--- config.mk ---
export PLATFORM = sky130hd
export DESIGN_NAME = remote_local_lockout_control
export DESIGN_NICKNAME = d
export VERILOG_FILES = /design/src/rtl/remote_local_lockout_control.v
export VERILOG_INCLUDE_DIRS = /design/src /design/src/pkg
export SDC_FILE = /design/constraint.sdc
export NUM_CORES = 1
export LEC_CHECK = 0
export ABC_CLOCK_PERIOD_IN_PS = 3600
export BUFFER_PORTS_ARGS = -buffer_cell sky130_fd_sc_hd__buf_2
export CORE_AREA = 3 3 115 117
export DETAILED_ROUTE_END_ITERATION = 8
export DIE_AREA = 0 0 118 120
export HOLD_SLACK_MARGIN = 0.03
export MAX_ROUTING_LAYER = met4
export PLACE_DENSITY = 0.45
export RECOVER_POWER = 100
export SLEW_MARGIN = 20
export SYNTH_ARGS = -nofsm -noshare
export SYNTH_HDL_FRONTEND = slang
export SYNTH_SLANG_ARGS = --single-unit
--- constraint.sdc ---
create_clock -name sys_clk_i -period 3.6 [get_ports sys_clk_i]
set_input_delay 0.72 -clock sys_clk_i [delete_from_list [all_inputs] [get_ports sys_clk_i]]
set_output_delay 0.72 -clock sys_clk_i [all_outputs]
set_load 0.005 [all_outputs]
--- src/pkg/rll_consts.vh ---
// What this block does
// RULE1: Local state accepts panel keys and executes commands
// RULE2: Lockout command enters a lockout state at any time
// RULE3: Remote command moves local to remote
// RULE4: Remote command moves local-lockout to remote-lockout
// RULE5: Remote ignores panel keys except power, go-local
// RULE6: Go-local key or local command returns remote to local
// RULE7: Remote-lockout ignores all panel keys except power
// RULE8: Local command moves remote-lockout to local-lockout
// RULE9: Selecting network port starts listening on configured port
// RULE10: Connected session refuses every further connection attempt
// RULE11: Deselecting network port closes the client session
// RULE12: Client leaving returns server to listening
// RULE13: Serial baud selectable from 300 to 115200
// RULE14: Serial port wired as terminal equipment
// RULE15: Client connects to configured port, 1024 to 65535
// RULE16: Power-up starts local with no client
`ifndef RLL_CONSTS_VH
`define RLL_CONSTS_VH

// Remote/local operating states
`define ST_LOCAL          2'h0
`define ST_LOCAL_LOCKOUT  2'h1
`define ST_REMOTE         2'h2
`define ST_REMOTE_LOCKOUT 2'h3

// Network session states
`define NET_IDLE          2'h0
`define NET_LISTEN        2'h1
`define NET_CONNECTED     2'h2

// Socket port defaults and legal range
`define SOCK_PORT_DEFAULT 16'h0DA2
`define SOCK_PORT_MIN     16'h0400

// System clock rate in hertz
`define CLK_HZ            100000000

// Selectable baud rates, index 0 to 9
`define BAUD_0            300
`define BAUD_1            600
`define BAUD_2            1200
`define BAUD_3            2400
`define BAUD_4            4800
`define BAUD_5            9600
`define BAUD_6            19200
`define BAUD_7            38400
`define BAUD_8            57600
`define BAUD_9            115200
`define BAUD_SEL_MAX      4'h9
`define BAUD_CNT_W        19

`endif

--- src/rtl/remote_local_lockout_control.v ---
`timescale 1ns/100ps
`include "rll_consts.vh"

module remote_local_lockout_control #(
  parameter CLK_FREQ_HZ = `CLK_HZ    // Lower in simulation to shorten baud counts
) (
  input  wire        sys_clk_i,        // System clock
  input  wire        reset_i,          // Synchronous reset, active high
  input  wire        cmd_valid_i,      // Remote command received, one-cycle pulse
  input  wire        cmd_remote_i,     // Command is the remote command
  input  wire        cmd_local_i,      // Command is the local command
  input  wire        cmd_lockout_i,    // Command is the lockout command
  input  wire        fp_key_i,         // Ordinary front-panel key, pin level
  input  wire        fp_go_local_i,    // Go-to-local softkey, pin level
  input  wire        fp_power_i,       // Power switch, pin level
  input  wire        sel_lan_i,        // Remote interface selection is network port
  input  wire [15:0] sock_port_i,      // Configured socket port
  input  wire        conn_req_i,       // Client connection attempt, one-cycle pulse
  input  wire        client_close_i,   // Client ended session, one-cycle pulse
  input  wire [3:0]  baud_sel_i,       // Baud rate index
  input  wire        tx_bit_i,         // Serial bit to transmit
  input  wire        rxd_i,            // Serial receive data pin
  output reg  [1:0]  state_o,          // Operating state
  output reg         cmd_exec_o,       // Command passed on for execution
  output reg         fp_key_o,         // Accepted front-panel key press
  output reg         fp_power_o,       // Power switch press, always passed
  output reg         listen_o,         // Server listening
  output reg  [15:0] listen_port_o,    // Port being listened on
  output reg         connected_o,      // One client session active
  output reg         conn_accept_o,    // Connection accepted pulse
  output reg         conn_reject_o,    // Connection refused pulse
  output reg         drop_client_o,    // Device closes client session pulse
  output reg         baud_tick_o,      // One pulse per serial bit time
  output reg         txd_o,            // Serial transmit data pin
  output reg         rx_bit_o          // Synchronised receive data
);

  // Panel pins and receive pin cross into the clock domain
  reg  [3:0] sync1;                   // First synchroniser stage
  reg  [3:0] sync2;                   // Second synchroniser stage
  reg  [2:0] key_prev;                // Previous synchronised key levels
  wire       key_rise;                // Ordinary key pressed
  wire       go_local_rise;           // Go-to-local pressed
  wire       power_rise;              // Power switch pressed

  reg  [1:0] state;                   // Operating state
  reg  [1:0] next_state;              // Next operating state
  reg  [1:0] net_state;               // Network session state
  reg  [1:0] next_net_state;          // Next network session state

  reg  [`BAUD_CNT_W-1:0] baud_cnt;    // Baud divider counter
  reg  [`BAUD_CNT_W-1:0] baud_div;    // Selected divide ratio
  reg  [31:0]            baud_ratio;  // Full-width ratio before trimming to the counter

  // Two flip-flops on every asynchronous pin
  always @(posedge sys_clk_i) begin
    if (reset_i) begin
      sync1    <= 4'h0;
      sync2    <= 4'h0;
      key_prev <= 3'h0;
    end else begin
      sync1    <= {rxd_i, fp_power_i, fp_go_local_i, fp_key_i};
      sync2    <= sync1;
      key_prev <= sync2[2:0];
    end
  end

  // Edges taken from the second stage only
  assign key_rise      = sync2[0] & ~key_prev[0];
  assign go_local_rise = sync2[1] & ~key_prev[1];
  assign power_rise    = sync2[2] & ~key_prev[2];

  // Remote/local transitions; lockout beats local beats remote, except in local, where remote beats local
  always @* begin
    next_state = state;
    case (state)
      `ST_LOCAL: begin
        if (cmd_valid_i && cmd_lockout_i) begin
          next_state = `ST_LOCAL_LOCKOUT;              // [RULE2]
        end else if (cmd_valid_i && cmd_remote_i) begin
          next_state = `ST_REMOTE;                     // [RULE3]
        end
      end
      `ST_LOCAL_LOCKOUT: begin
        if (cmd_valid_i && cmd_lockout_i) begin
          next_state = `ST_LOCAL_LOCKOUT;              // [RULE2]
        end else if (cmd_valid_i && cmd_local_i) begin
          next_state = `ST_LOCAL;
        end else if (cmd_valid_i && cmd_remote_i) begin
          next_state = `ST_REMOTE_LOCKOUT;             // [RULE4]
        end
      end
      `ST_REMOTE: begin
        if (cmd_valid_i && cmd_lockout_i) begin
          next_state = `ST_REMOTE_LOCKOUT;             // [RULE2]
        end else if ((cmd_valid_i && cmd_local_i) || go_local_rise) begin
          next_state = `ST_LOCAL;                      // [RULE6]
        end
      end
      `ST_REMOTE_LOCKOUT: begin
        // Go-to-local key has no effect here
        if (cmd_valid_i && cmd_local_i && !cmd_lockout_i) begin
          next_state = `ST_LOCAL_LOCKOUT;              // [RULE8] [RULE7]
        end
      end
      default: begin
        next_state = `ST_LOCAL;
      end
    endcase
  end

  // State register and front-panel gating
  always @(posedge sys_clk_i) begin
    if (reset_i) begin
      state      <= `ST_LOCAL;                         // [RULE16]
      state_o    <= `ST_LOCAL;
      cmd_exec_o <= 1'b0;
      fp_key_o   <= 1'b0;
      fp_power_o <= 1'b0;
    end else begin
      state      <= next_state;
      state_o    <= next_state;
      // Every command runs in every state; only the panel is restricted
      cmd_exec_o <= cmd_valid_i;                       // [RULE1]
      // Ordinary keys only count in the two local states
      fp_key_o   <= key_rise && !state[1];             // [RULE1] [RULE5] [RULE7]
      fp_power_o <= power_rise;                        // [RULE5] [RULE7]
    end
  end

  // Single-client session; a request in the same cycle as deselect is refused
  always @* begin
    next_net_state = net_state;
    case (net_state)
      `NET_IDLE: begin
        if (sel_lan_i) begin
          next_net_state = `NET_LISTEN;                // [RULE9]
        end
      end
      `NET_LISTEN: begin
        if (!sel_lan_i) begin
          next_net_state = `NET_IDLE;
        end else if (conn_req_i) begin
          next_net_state = `NET_CONNECTED;
        end
      end
      `NET_CONNECTED: begin
        if (!sel_lan_i) begin
          next_net_state = `NET_IDLE;                  // [RULE11]
        end else if (client_close_i) begin
          next_net_state = `NET_LISTEN;                // [RULE12]
        end
      end
      default: begin
        next_net_state = `NET_IDLE;
      end
    endcase
  end

  // Session register and its pulses
  always @(posedge sys_clk_i) begin
    if (reset_i) begin
      net_state     <= `NET_IDLE;                      // [RULE16]
      listen_o      <= 1'b0;
      listen_port_o <= `SOCK_PORT_DEFAULT;
      connected_o   <= 1'b0;
      conn_accept_o <= 1'b0;
      conn_reject_o <= 1'b0;
      drop_client_o <= 1'b0;
    end else begin
      net_state     <= next_net_state;
      listen_o      <= (next_net_state == `NET_LISTEN);
      connected_o   <= (next_net_state == `NET_CONNECTED);
      // Port changes take effect at once; an out-of-range port falls back
      if (sock_port_i < `SOCK_PORT_MIN) begin
        listen_port_o <= `SOCK_PORT_DEFAULT;           // [RULE15]
      end else begin
        listen_port_o <= sock_port_i;                  // [RULE9]
      end
      conn_accept_o <= conn_req_i && (net_state == `NET_LISTEN) && sel_lan_i;
      // Anything not accepted is refused, including a second client
      conn_reject_o <= conn_req_i && !((net_state == `NET_LISTEN) && sel_lan_i); // [RULE10]
      drop_client_o <= (net_state == `NET_CONNECTED) && !sel_lan_i; // [RULE11]
    end
  end

  // Divide ratio per baud index; unknown indexes run at the lowest rate
  always @* begin
    case (baud_sel_i)
      4'h0:    baud_ratio = CLK_FREQ_HZ / `BAUD_0;      // [RULE13]
      4'h1:    baud_ratio = CLK_FREQ_HZ / `BAUD_1;
      4'h2:    baud_ratio = CLK_FREQ_HZ / `BAUD_2;
      4'h3:    baud_ratio = CLK_FREQ_HZ / `BAUD_3;
      4'h4:    baud_ratio = CLK_FREQ_HZ / `BAUD_4;
      4'h5:    baud_ratio = CLK_FREQ_HZ / `BAUD_5;
      4'h6:    baud_ratio = CLK_FREQ_HZ / `BAUD_6;
      4'h7:    baud_ratio = CLK_FREQ_HZ / `BAUD_7;
      4'h8:    baud_ratio = CLK_FREQ_HZ / `BAUD_8;
      4'h9:    baud_ratio = CLK_FREQ_HZ / `BAUD_9;      // [RULE13]
      default: baud_ratio = CLK_FREQ_HZ / `BAUD_0;
    endcase
    // Counter width covers the slowest rate at the default clock
    baud_div = baud_ratio[`BAUD_CNT_W-1:0];
  end

  // Baud enable divider and terminal-side data pins
  always @(posedge sys_clk_i) begin
    if (reset_i) begin
      baud_cnt    <= {`BAUD_CNT_W{1'b0}};
      baud_tick_o <= 1'b0;
      txd_o       <= 1'b1;
      rx_bit_o    <= 1'b1;
    end else begin
      // Counter restarts if a new rate leaves it above the ratio
      if (baud_cnt >= baud_div - 1'b1) begin
        baud_cnt    <= {`BAUD_CNT_W{1'b0}};
        baud_tick_o <= 1'b1;                           // [RULE13]
      end else begin
        baud_cnt    <= baud_cnt + 1'b1;
        baud_tick_o <= 1'b0;
      end
      // Terminal equipment drives transmit data and listens on receive
      txd_o    <= tx_bit_i;                            // [RULE14]
      rx_bit_o <= sync2[3];                            // [RULE14]
    end
  end

endmodule // remote_local_lockout_control

==> results.yml, run 1 <==
status:
  status: "complete, no violations"
run:
  maxCapViolations: 0
floorplan:
  die_area_mm2: 0.01416
  pin_count: 63
  start_util_pct: 24.37
  die_h_um: 120
  rows: 41
  die_w_um: 118
  core-area_mm2: 0.01247
setup_path:
  required_ns: 3.84
  crit_path_top_delay_cell: "a221oi_2"
  path_max_fanout: 19
  crit_type: "input port to flop"
  reg2reg_depth: 8
  path_delay_family: "compound AO/OA/AOI/OAI gates"
  path_buf_inv: 3
  start_kind: "input port"
  path_cells: "buf_2 -> inv_2 -> ha_2 -> nand2b_1 -> a21oi_2 -> or2_4 -> ha_4 -> o21ai_2 -> nor4b_2 -> xor2_1 -> ha_1 -> a211oi_2 -> o21ai_1 -> a221oi_2 -> a211oi_4 -> buf_12 -> nor3_1"
  worstPathArrival_ns: 3.61
  max_stage_delay_ns: 0.37
  r2r-end: "baud_cnt[13]$_SDFF_PP0_"
  r2r_slack_ns: 1.54
  rr_startpoint: "baud_cnt[0]$_SDFF_PP0_"
  crit_path_start: "baud_sel_i[0]"
  crit_path_end_kind: "flop"
  critical_path_cell_count: 17
  cp-endpoint: "baud_cnt[13]$_SDFF_PP0_"
final_layout:
  area_delta_synth_final_pct: 32.95
  fin_nets: 474
  drive_above_1_share_pct: 25.18
  final_area_mm2: 0.004039
  fin_cells: 589
  antenna_cells: 0
clock_tree:
  clockRootBuffer: "clkbuf_16"
  cts_buffers: 9
  htreeDepth: 3
  clk_latency_ns: 0.32
  clkTransAtPathRegs_ns: 0.05
  cts_tree: "yes"
  cts.sinks: 61
  clock_path_buffers: 2
  cts_setup_buffers: 0
route:
  wl_per_cell_um: 11.23
  dr.pass1.iters: 4
  drc_errors: 0
  wl_mm: 6.614
  drt_iter0_markers: 113
  vias: 2517
  drt-vias-per-instance: 4.273
  final_antenna_net_count: 0
global_routing:
  grt_pass1_wl_mm: 11.50
  grt_start_max_net_pins: 27
  grt_pass1_vias: 2481
  overflow: 0
  antenna_found_initial: 0
  grt_use_total_pct: 10.26
pwr:
  powerDensity_mw_per_mm2: 452.2
  power_leakage_nw: 1.694
  peakVddDrop_mv: 0.2910
sta:
  hold_ws_ns: 0.3879
  slew_headroom_pct: 30.56
  post-route-period-util_pct: 93.74
  fmax_mhz: 296.3
  post-route-min-period_ns: 3.375
  final_hold_viol_count: 0
  finalClockSkew_ns: 0.002648
  maxSlewViolCount: 0
  finalSetupViolations: 0
  rsz0062_at_grt: "no"
  finalWorstSetupSlack_ns: 0.2253
  tightest_slew_ns: 1.042
hold_path:
  hp-class: "flop to flop"
logic_synthesis:
  seq_area_frac_synth_pct: 40.20
  syn_inst: 326
  async_flop_share_pct: 0
  synth-seq-cells: 61
  syn_area_per_cell_um2: 9.319
  syn_nets: 388
  synth-edff-count: 0
  synthFlopType: "dfxtp_1"
  syn_area_mm2: 0.003038
  synth_warnings: 0
  synth_cell_types: 48
placed_design:
  post-place-ws_ns: -0.09149
  dp_cells: 573
  io_buffers: 62
  gp_congestion: 0.7597
  place_hpwl_mm: 5.100
  dpl-instance-area_mm2: 0.003724
routing by layer:
metal / routed length (um) / GRT usage [%] / vias up
li1: - / - / 1307
met1: 3313 / 13.46 / 1140
met2: 2785 / 14.80 / 63
met3: 421 / 3.157 / 7
met4: 93 / 3.956 / 0
met5: 0 / - / -
Yosys cell counts, types with 8 or more instances:
cell / n / share of area (%)
a21oi_1: 15 / 2.5
dfxtp_1: 61 / 40
ha_1: 28 / 12
inv_1: 8 / 0.99
nand2_1: 18 / 2.2
nand2b_1: 16 / 3.3
nand3_1: 14 / 2.3
nor2_1: 21 / 2.6
nor2b_1: 19 / 3.9
nor3_1: 20 / 3.3
o21ai_0: 9 / 1.5
xnor2_1: 8 / 2.3
xor2_1: 16 / 4.6
through the flow:
step	total power [mW]	util, %	setup TNS, ns
after global routing	1.920	32.40	0
after global placement	0.9225	29.87	-0.8008
after CTS	1.862	32.49	0
after detailed placement	0.9246	29.87	-1.241
final	1.827	32.40	0
after floorplan	0.8414	-	0
timing repair:
item                                   4_1_cts  5_1_grt
resized for setup                            0        3
setup endpoints to repair                    0       12
endpoints found under the hold margin        0        0
hold buffers                                 0        0
layout make-up:
class / count / area [um^2]
sequential: 61 / 1221
timing repair buffer: 87 / 484.2
multi-input combinational: 245 / 1762
clock buffer: 12 / 256.5
inverter: 8 / 30.03
tap: 172 / 215.2
clock inverter: 4 / 70.07
fill: 1316 / 8427
kinds of logic (layout without fill, tap and decap cells):
kind of cell	Yosys count	count (layout)	share of synthesized area, %
buffers and inverters	20	111	3.130
muxes	6	6	2.018
DFF	61	61	40.20
adders and majority gates	28	28	11.53
xor gates and xnor gates	24	24	6.919
and+or+nand+nor	145	145	26.77
AOI/OAI and AO/OA	42	42	9.431
sequential cells by signal (all words and copies together), names as in the netlist, 2 cells and up:
| name | flops |
|---|---|
| baud_cnt | 19 |
| listen_port_o | 16 |
| sync1 | 4 |
| sync2 | 4 |
| key_prev | 3 |
| net_state | 2 |
| state | 2 |
placed cells by master (no fill, tap or decap), drive strengths merged, types with 3 or more instances in the layout:
cell type   n
nor4        4
nand3      14
clkbuf     29
or2         6
xnor2       8
and2        6
a21oi      15
nand4       5
nand2      18
o21ai      12
nand2b     16
mux2i       5
nor3b       3
ha         28
buf        70
nand3b      4
xor2       16
dfxtp      61
inv         8
nor3       20
nor2b      19
nor2       21
a211oi      3
worst min-delay path by stage:
| stage | start | to | slack [ns] | cells past startpoint |
|---|---|---|---|---|
| after global placement | key_prev[2]$_SDFF_PP0_ | fp_power_o$_SDFF_PP0_ | 0.38 | 1 |
| after floorplan | key_prev[2]$_SDFF_PP0_ | fp_power_o$_SDFF_PP0_ | 0.37 | 1 |
| after detailed placement | key_prev[0]$_SDFF_PP0_ | fp_key_o$_SDFF_PP0_ | 0.38 | 1 |
| after CTS | key_prev[2]$_SDFF_PP0_ | fp_power_o$_SDFF_PP0_ | 0.39 | 1 |
| after global routing | key_prev[2]$_SDFF_PP0_ | fp_power_o$_SDFF_PP0_ | 0.41 | 1 |
| final | key_prev[2]$_SDFF_PP0_ | fp_power_o$_SDFF_PP0_ | 0.39 | 1 |
power by group:
part / internal, mW / switching (mW)
Combinational: 0.0947 / 0.0986
Sequential: 0.701 / 0.0120
Clock: 0.640 / 0.280
Total: 1.44 / 0.391
(Power assumes the default switching activity.)
==> run 2: changes to the inputs <==
--- a/config.mk
+++ b/config.mk
@@ -6,7 +6,7 @@
 export SDC_FILE = /design/constraint.sdc
 export NUM_CORES = 1
 export LEC_CHECK = 0
-export ABC_CLOCK_PERIOD_IN_PS = 3600
+export ABC_CLOCK_PERIOD_IN_PS = 2900
 export BUFFER_PORTS_ARGS = -buffer_cell sky130_fd_sc_hd__buf_2
 export CORE_AREA = 3 3 115 117
 export DETAILED_ROUTE_END_ITERATION = 8
==> constraint.sdc (replaced) <==
create_clock -name sys_clk_i -period 2.9 [get_ports sys_clk_i]
set_input_delay 0.58 -clock sys_clk_i [delete_from_list [all_inputs] [get_ports sys_clk_i]]
set_output_delay 0.58 -clock sys_clk_i [all_outputs]
set_load 0.005 [all_outputs]
==> run 2 against run 1 <==
The flow now finishes with violations (negative setup slack). Non-clock buffer count grew 22. Flip-flop and latch count is the same. Register-to-register slack lost 0.69 ns. Cell area grew 6.6%. Wire length grew 8.3%. Global-route usage grew 0.59 points. Largest power group unchanged. Highest routed layer unchanged.
==> results.yml, run 2 (synthesized netlist as in run 1, its figures left out) <==
sta:
  finalClockSkew_ns: 0.007949
  tightest_slew_ns: 1.076
  post-route-period-util_pct: 108.6
  finalSetupViolations: 20
  hold_ws_ns: 0.3803
  rsz0062_at_grt: "yes"
  fmax_mhz: 317.5
  fin_setup_tns_ns: -4.732
  final_hold_viol_count: 0
  slew_headroom_pct: 28.26
  post-route-min-period_ns: 3.149
  finalWorstSetupSlack_ns: -0.2494
  maxSlewViolCount: 0
setup_path:
  max_stage_delay_ns: 0.42
  r2r-end: "baud_cnt[14]$_SDFF_PP0_"
  required_ns: 3.10
  path_max_fanout: 19
  start_kind: "input port"
  crit_path_top_delay_cell: "a2111o_1"
  reg2reg_depth: 8
  crit_type: "input port to flop"
  rr_startpoint: "baud_cnt[0]$_SDFF_PP0_"
  crit_path_end_kind: "flop"
  r2r_slack_ns: 0.85
  worst_path_most_repeated_cell: "ha_4"
  worstPathArrival_ns: 3.35
  path_cells: "buf_6 -> inv_4 -> ha_4 -> nand2b_4 -> a21oi_4 -> or2_4 -> ha_4 -> o21ai_4 -> buf_4 -> nand4b_1 -> nand3b_1 -> ha_4 -> nand3_1 -> a2111o_1 -> a211oi_4 -> buf_12 -> nor3_1"
hold_path:
  hold_start: "key_prev[2]$_SDFF_PP0_"
  min_path_cells: 1
  hp-class: "flop to flop"
  min_to: "fp_power_o$_SDFF_PP0_"
final_layout:
  fin_cells: 611
  regMostFlops: "baud_cnt"
  final_common_cell: "dfxtp_1"
  drive_above_1_share_pct: 31.66
  most-common-layout-cells: "dfxtp_1, buf_4, buf_2, ha_1, clkbuf_1"
  final_area_mm2: 0.004304
  top_regs: "baud_cnt x19, listen_port_o x16"
  fin_nets: 496
  area_delta_synth_final_pct: 41.68
  antenna_cells: 0
  nFillCells: 1317
  largest_reg_flops: 19
floorplan:
  rows: 41
  start_util_pct: 24.37
  core-area_mm2: 0.01247
  die_w_um: 118
  pin_count: 63
  die_h_um: 120
  die_area_mm2: 0.01416
route:
  wl_mm: 7.163
  drt-vias-per-instance: 4.205
  dr.pass1.iters: 4
  vias: 2569
  final_antenna_net_count: 0
  wl_per_cell_um: 11.72
  drc_errors: 0
  drt_iter0_markers: 154
placed_design:
  place_hpwl_mm: 5.324
  io_buffers: 62
  dpl-instance-area_mm2: 0.003920
  dp_cells: 591
  gp_congestion: 0.8108
status:
  violations: "negative setup slack"
  status: "finished, violations left"
pwr:
  seqPwrFrac_pct: 42.4
  clkPwrFrac_pct: 43.5
  combPwrFrac_pct: 14.1
  peakVddDrop_mv: 0.3667
  switching_share_pct: 23.46
  p_total_mw: 2.088
  powerDensity_mw_per_mm2: 485.1
  p_switching_mw: 0.4897
  power.internal_mw: 1.598
  power_leakage_nw: 1.818
global_routing:
  grt_pass1_wl_mm: 12.30
  grt_use_total_pct: 10.85
  grt_start_max_net_pins: 27
  grt_pass1_vias: 2609
  overflow: 0
  antenna_found_initial: 0
clock_tree:
  cts_tree: "yes"
  clock_path_buffers: 2
  cts_buffers: 9
  cts.sinks: 61
  clk_latency_ns: 0.32
  htreeDepth: 3
  clkTransAtPathRegs_ns: 0.05
  clockRootBuffer: "clkbuf_16"
run:
  maxCapViolations: 0
## run 2: what timing repair did
action | CTS | global route
pin swaps | 3 | 6
buffers inserted | 3 | 1
setup endpoints to repair | 20 | 20
gates resized for setup | 16 | 9
endpoints found under the hold margin | 0 | 0
hold buffers | 0 | 0
## run 2: worst max-delay path, delay by kind of cell
kind,cells,cell delay [ns]
AOI/OAI and AO/OA,4,0.84
adders and majority gates,3,0.60
buffers and inverters,4,0.51
and+or+nand+nor,6,0.80
## run 2: stage by stage
| stage | setup slack (ns) | utilization [%] |
|---|---|---|
| 2_1_floorplan | -0.4324 | - |
| 3_3_place_gp | -0.6260 | 31.45 |
| 3_5_place_dp | -0.6696 | 31.45 |
| 4_1_cts | -0.2090 | 34.20 |
| 5_1_grt | -0.3611 | 34.53 |
| 6_report | -0.2494 | 34.53 |
## run 2: how the worst max path moves through the flow
stage / start / to / depth (start not counted)
final: baud_sel_i[1] / baud_cnt[14]$_SDFF_PP0_ / 17
after global routing: baud_sel_i[1] / baud_cnt[18]$_SDFF_PP0_ / 15
after CTS: baud_sel_i[1] / baud_cnt[15]$_SDFF_PP0_ / 17
after detailed placement: baud_sel_i[0] / baud_cnt[15]$_SDFF_PP0_ / 15
after global placement: baud_sel_i[2] / baud_cnt[14]$_SDFF_PP0_ / 13
after floorplan: baud_sel_i[0] / baud_cnt[10]$_SDFF_PP0_ / 17
## run 2: metal layers
metal,GRT usage [%],routed length (um),up-vias
li1,-,-,1351
met1,14.54,3549,1153
met2,15.88,3206,59
met5,-,0,-
met4,3.956,81,0
met3,2.686,326,6
## run 2: final cells by class
cell class              instances  area [um^2]  area share (%)
clock inverters                 2        10.01          0.2326
clock buffers                  14        244.0           5.669
repair buffers                109        691.9           16.08
inverters                       8        40.04          0.9302
multi-input cells             245         1882           43.72
flip-flops and latches         61         1221           28.37
well taps                     172        215.2           5.000
## run 2: power by group through the flow
stage | Combinational (mW) | Sequential [mW] | Clock [mW]
floorplan | 0.153 | 0.901 | 0
finish | 0.295 | 0.885 | 0.908
detailed placement | 0.274 | 0.901 | 0
global placement | 0.273 | 0.901 | 0
CTS | 0.292 | 0.885 | 0.943
global route | 0.331 | 0.888 | 0.983
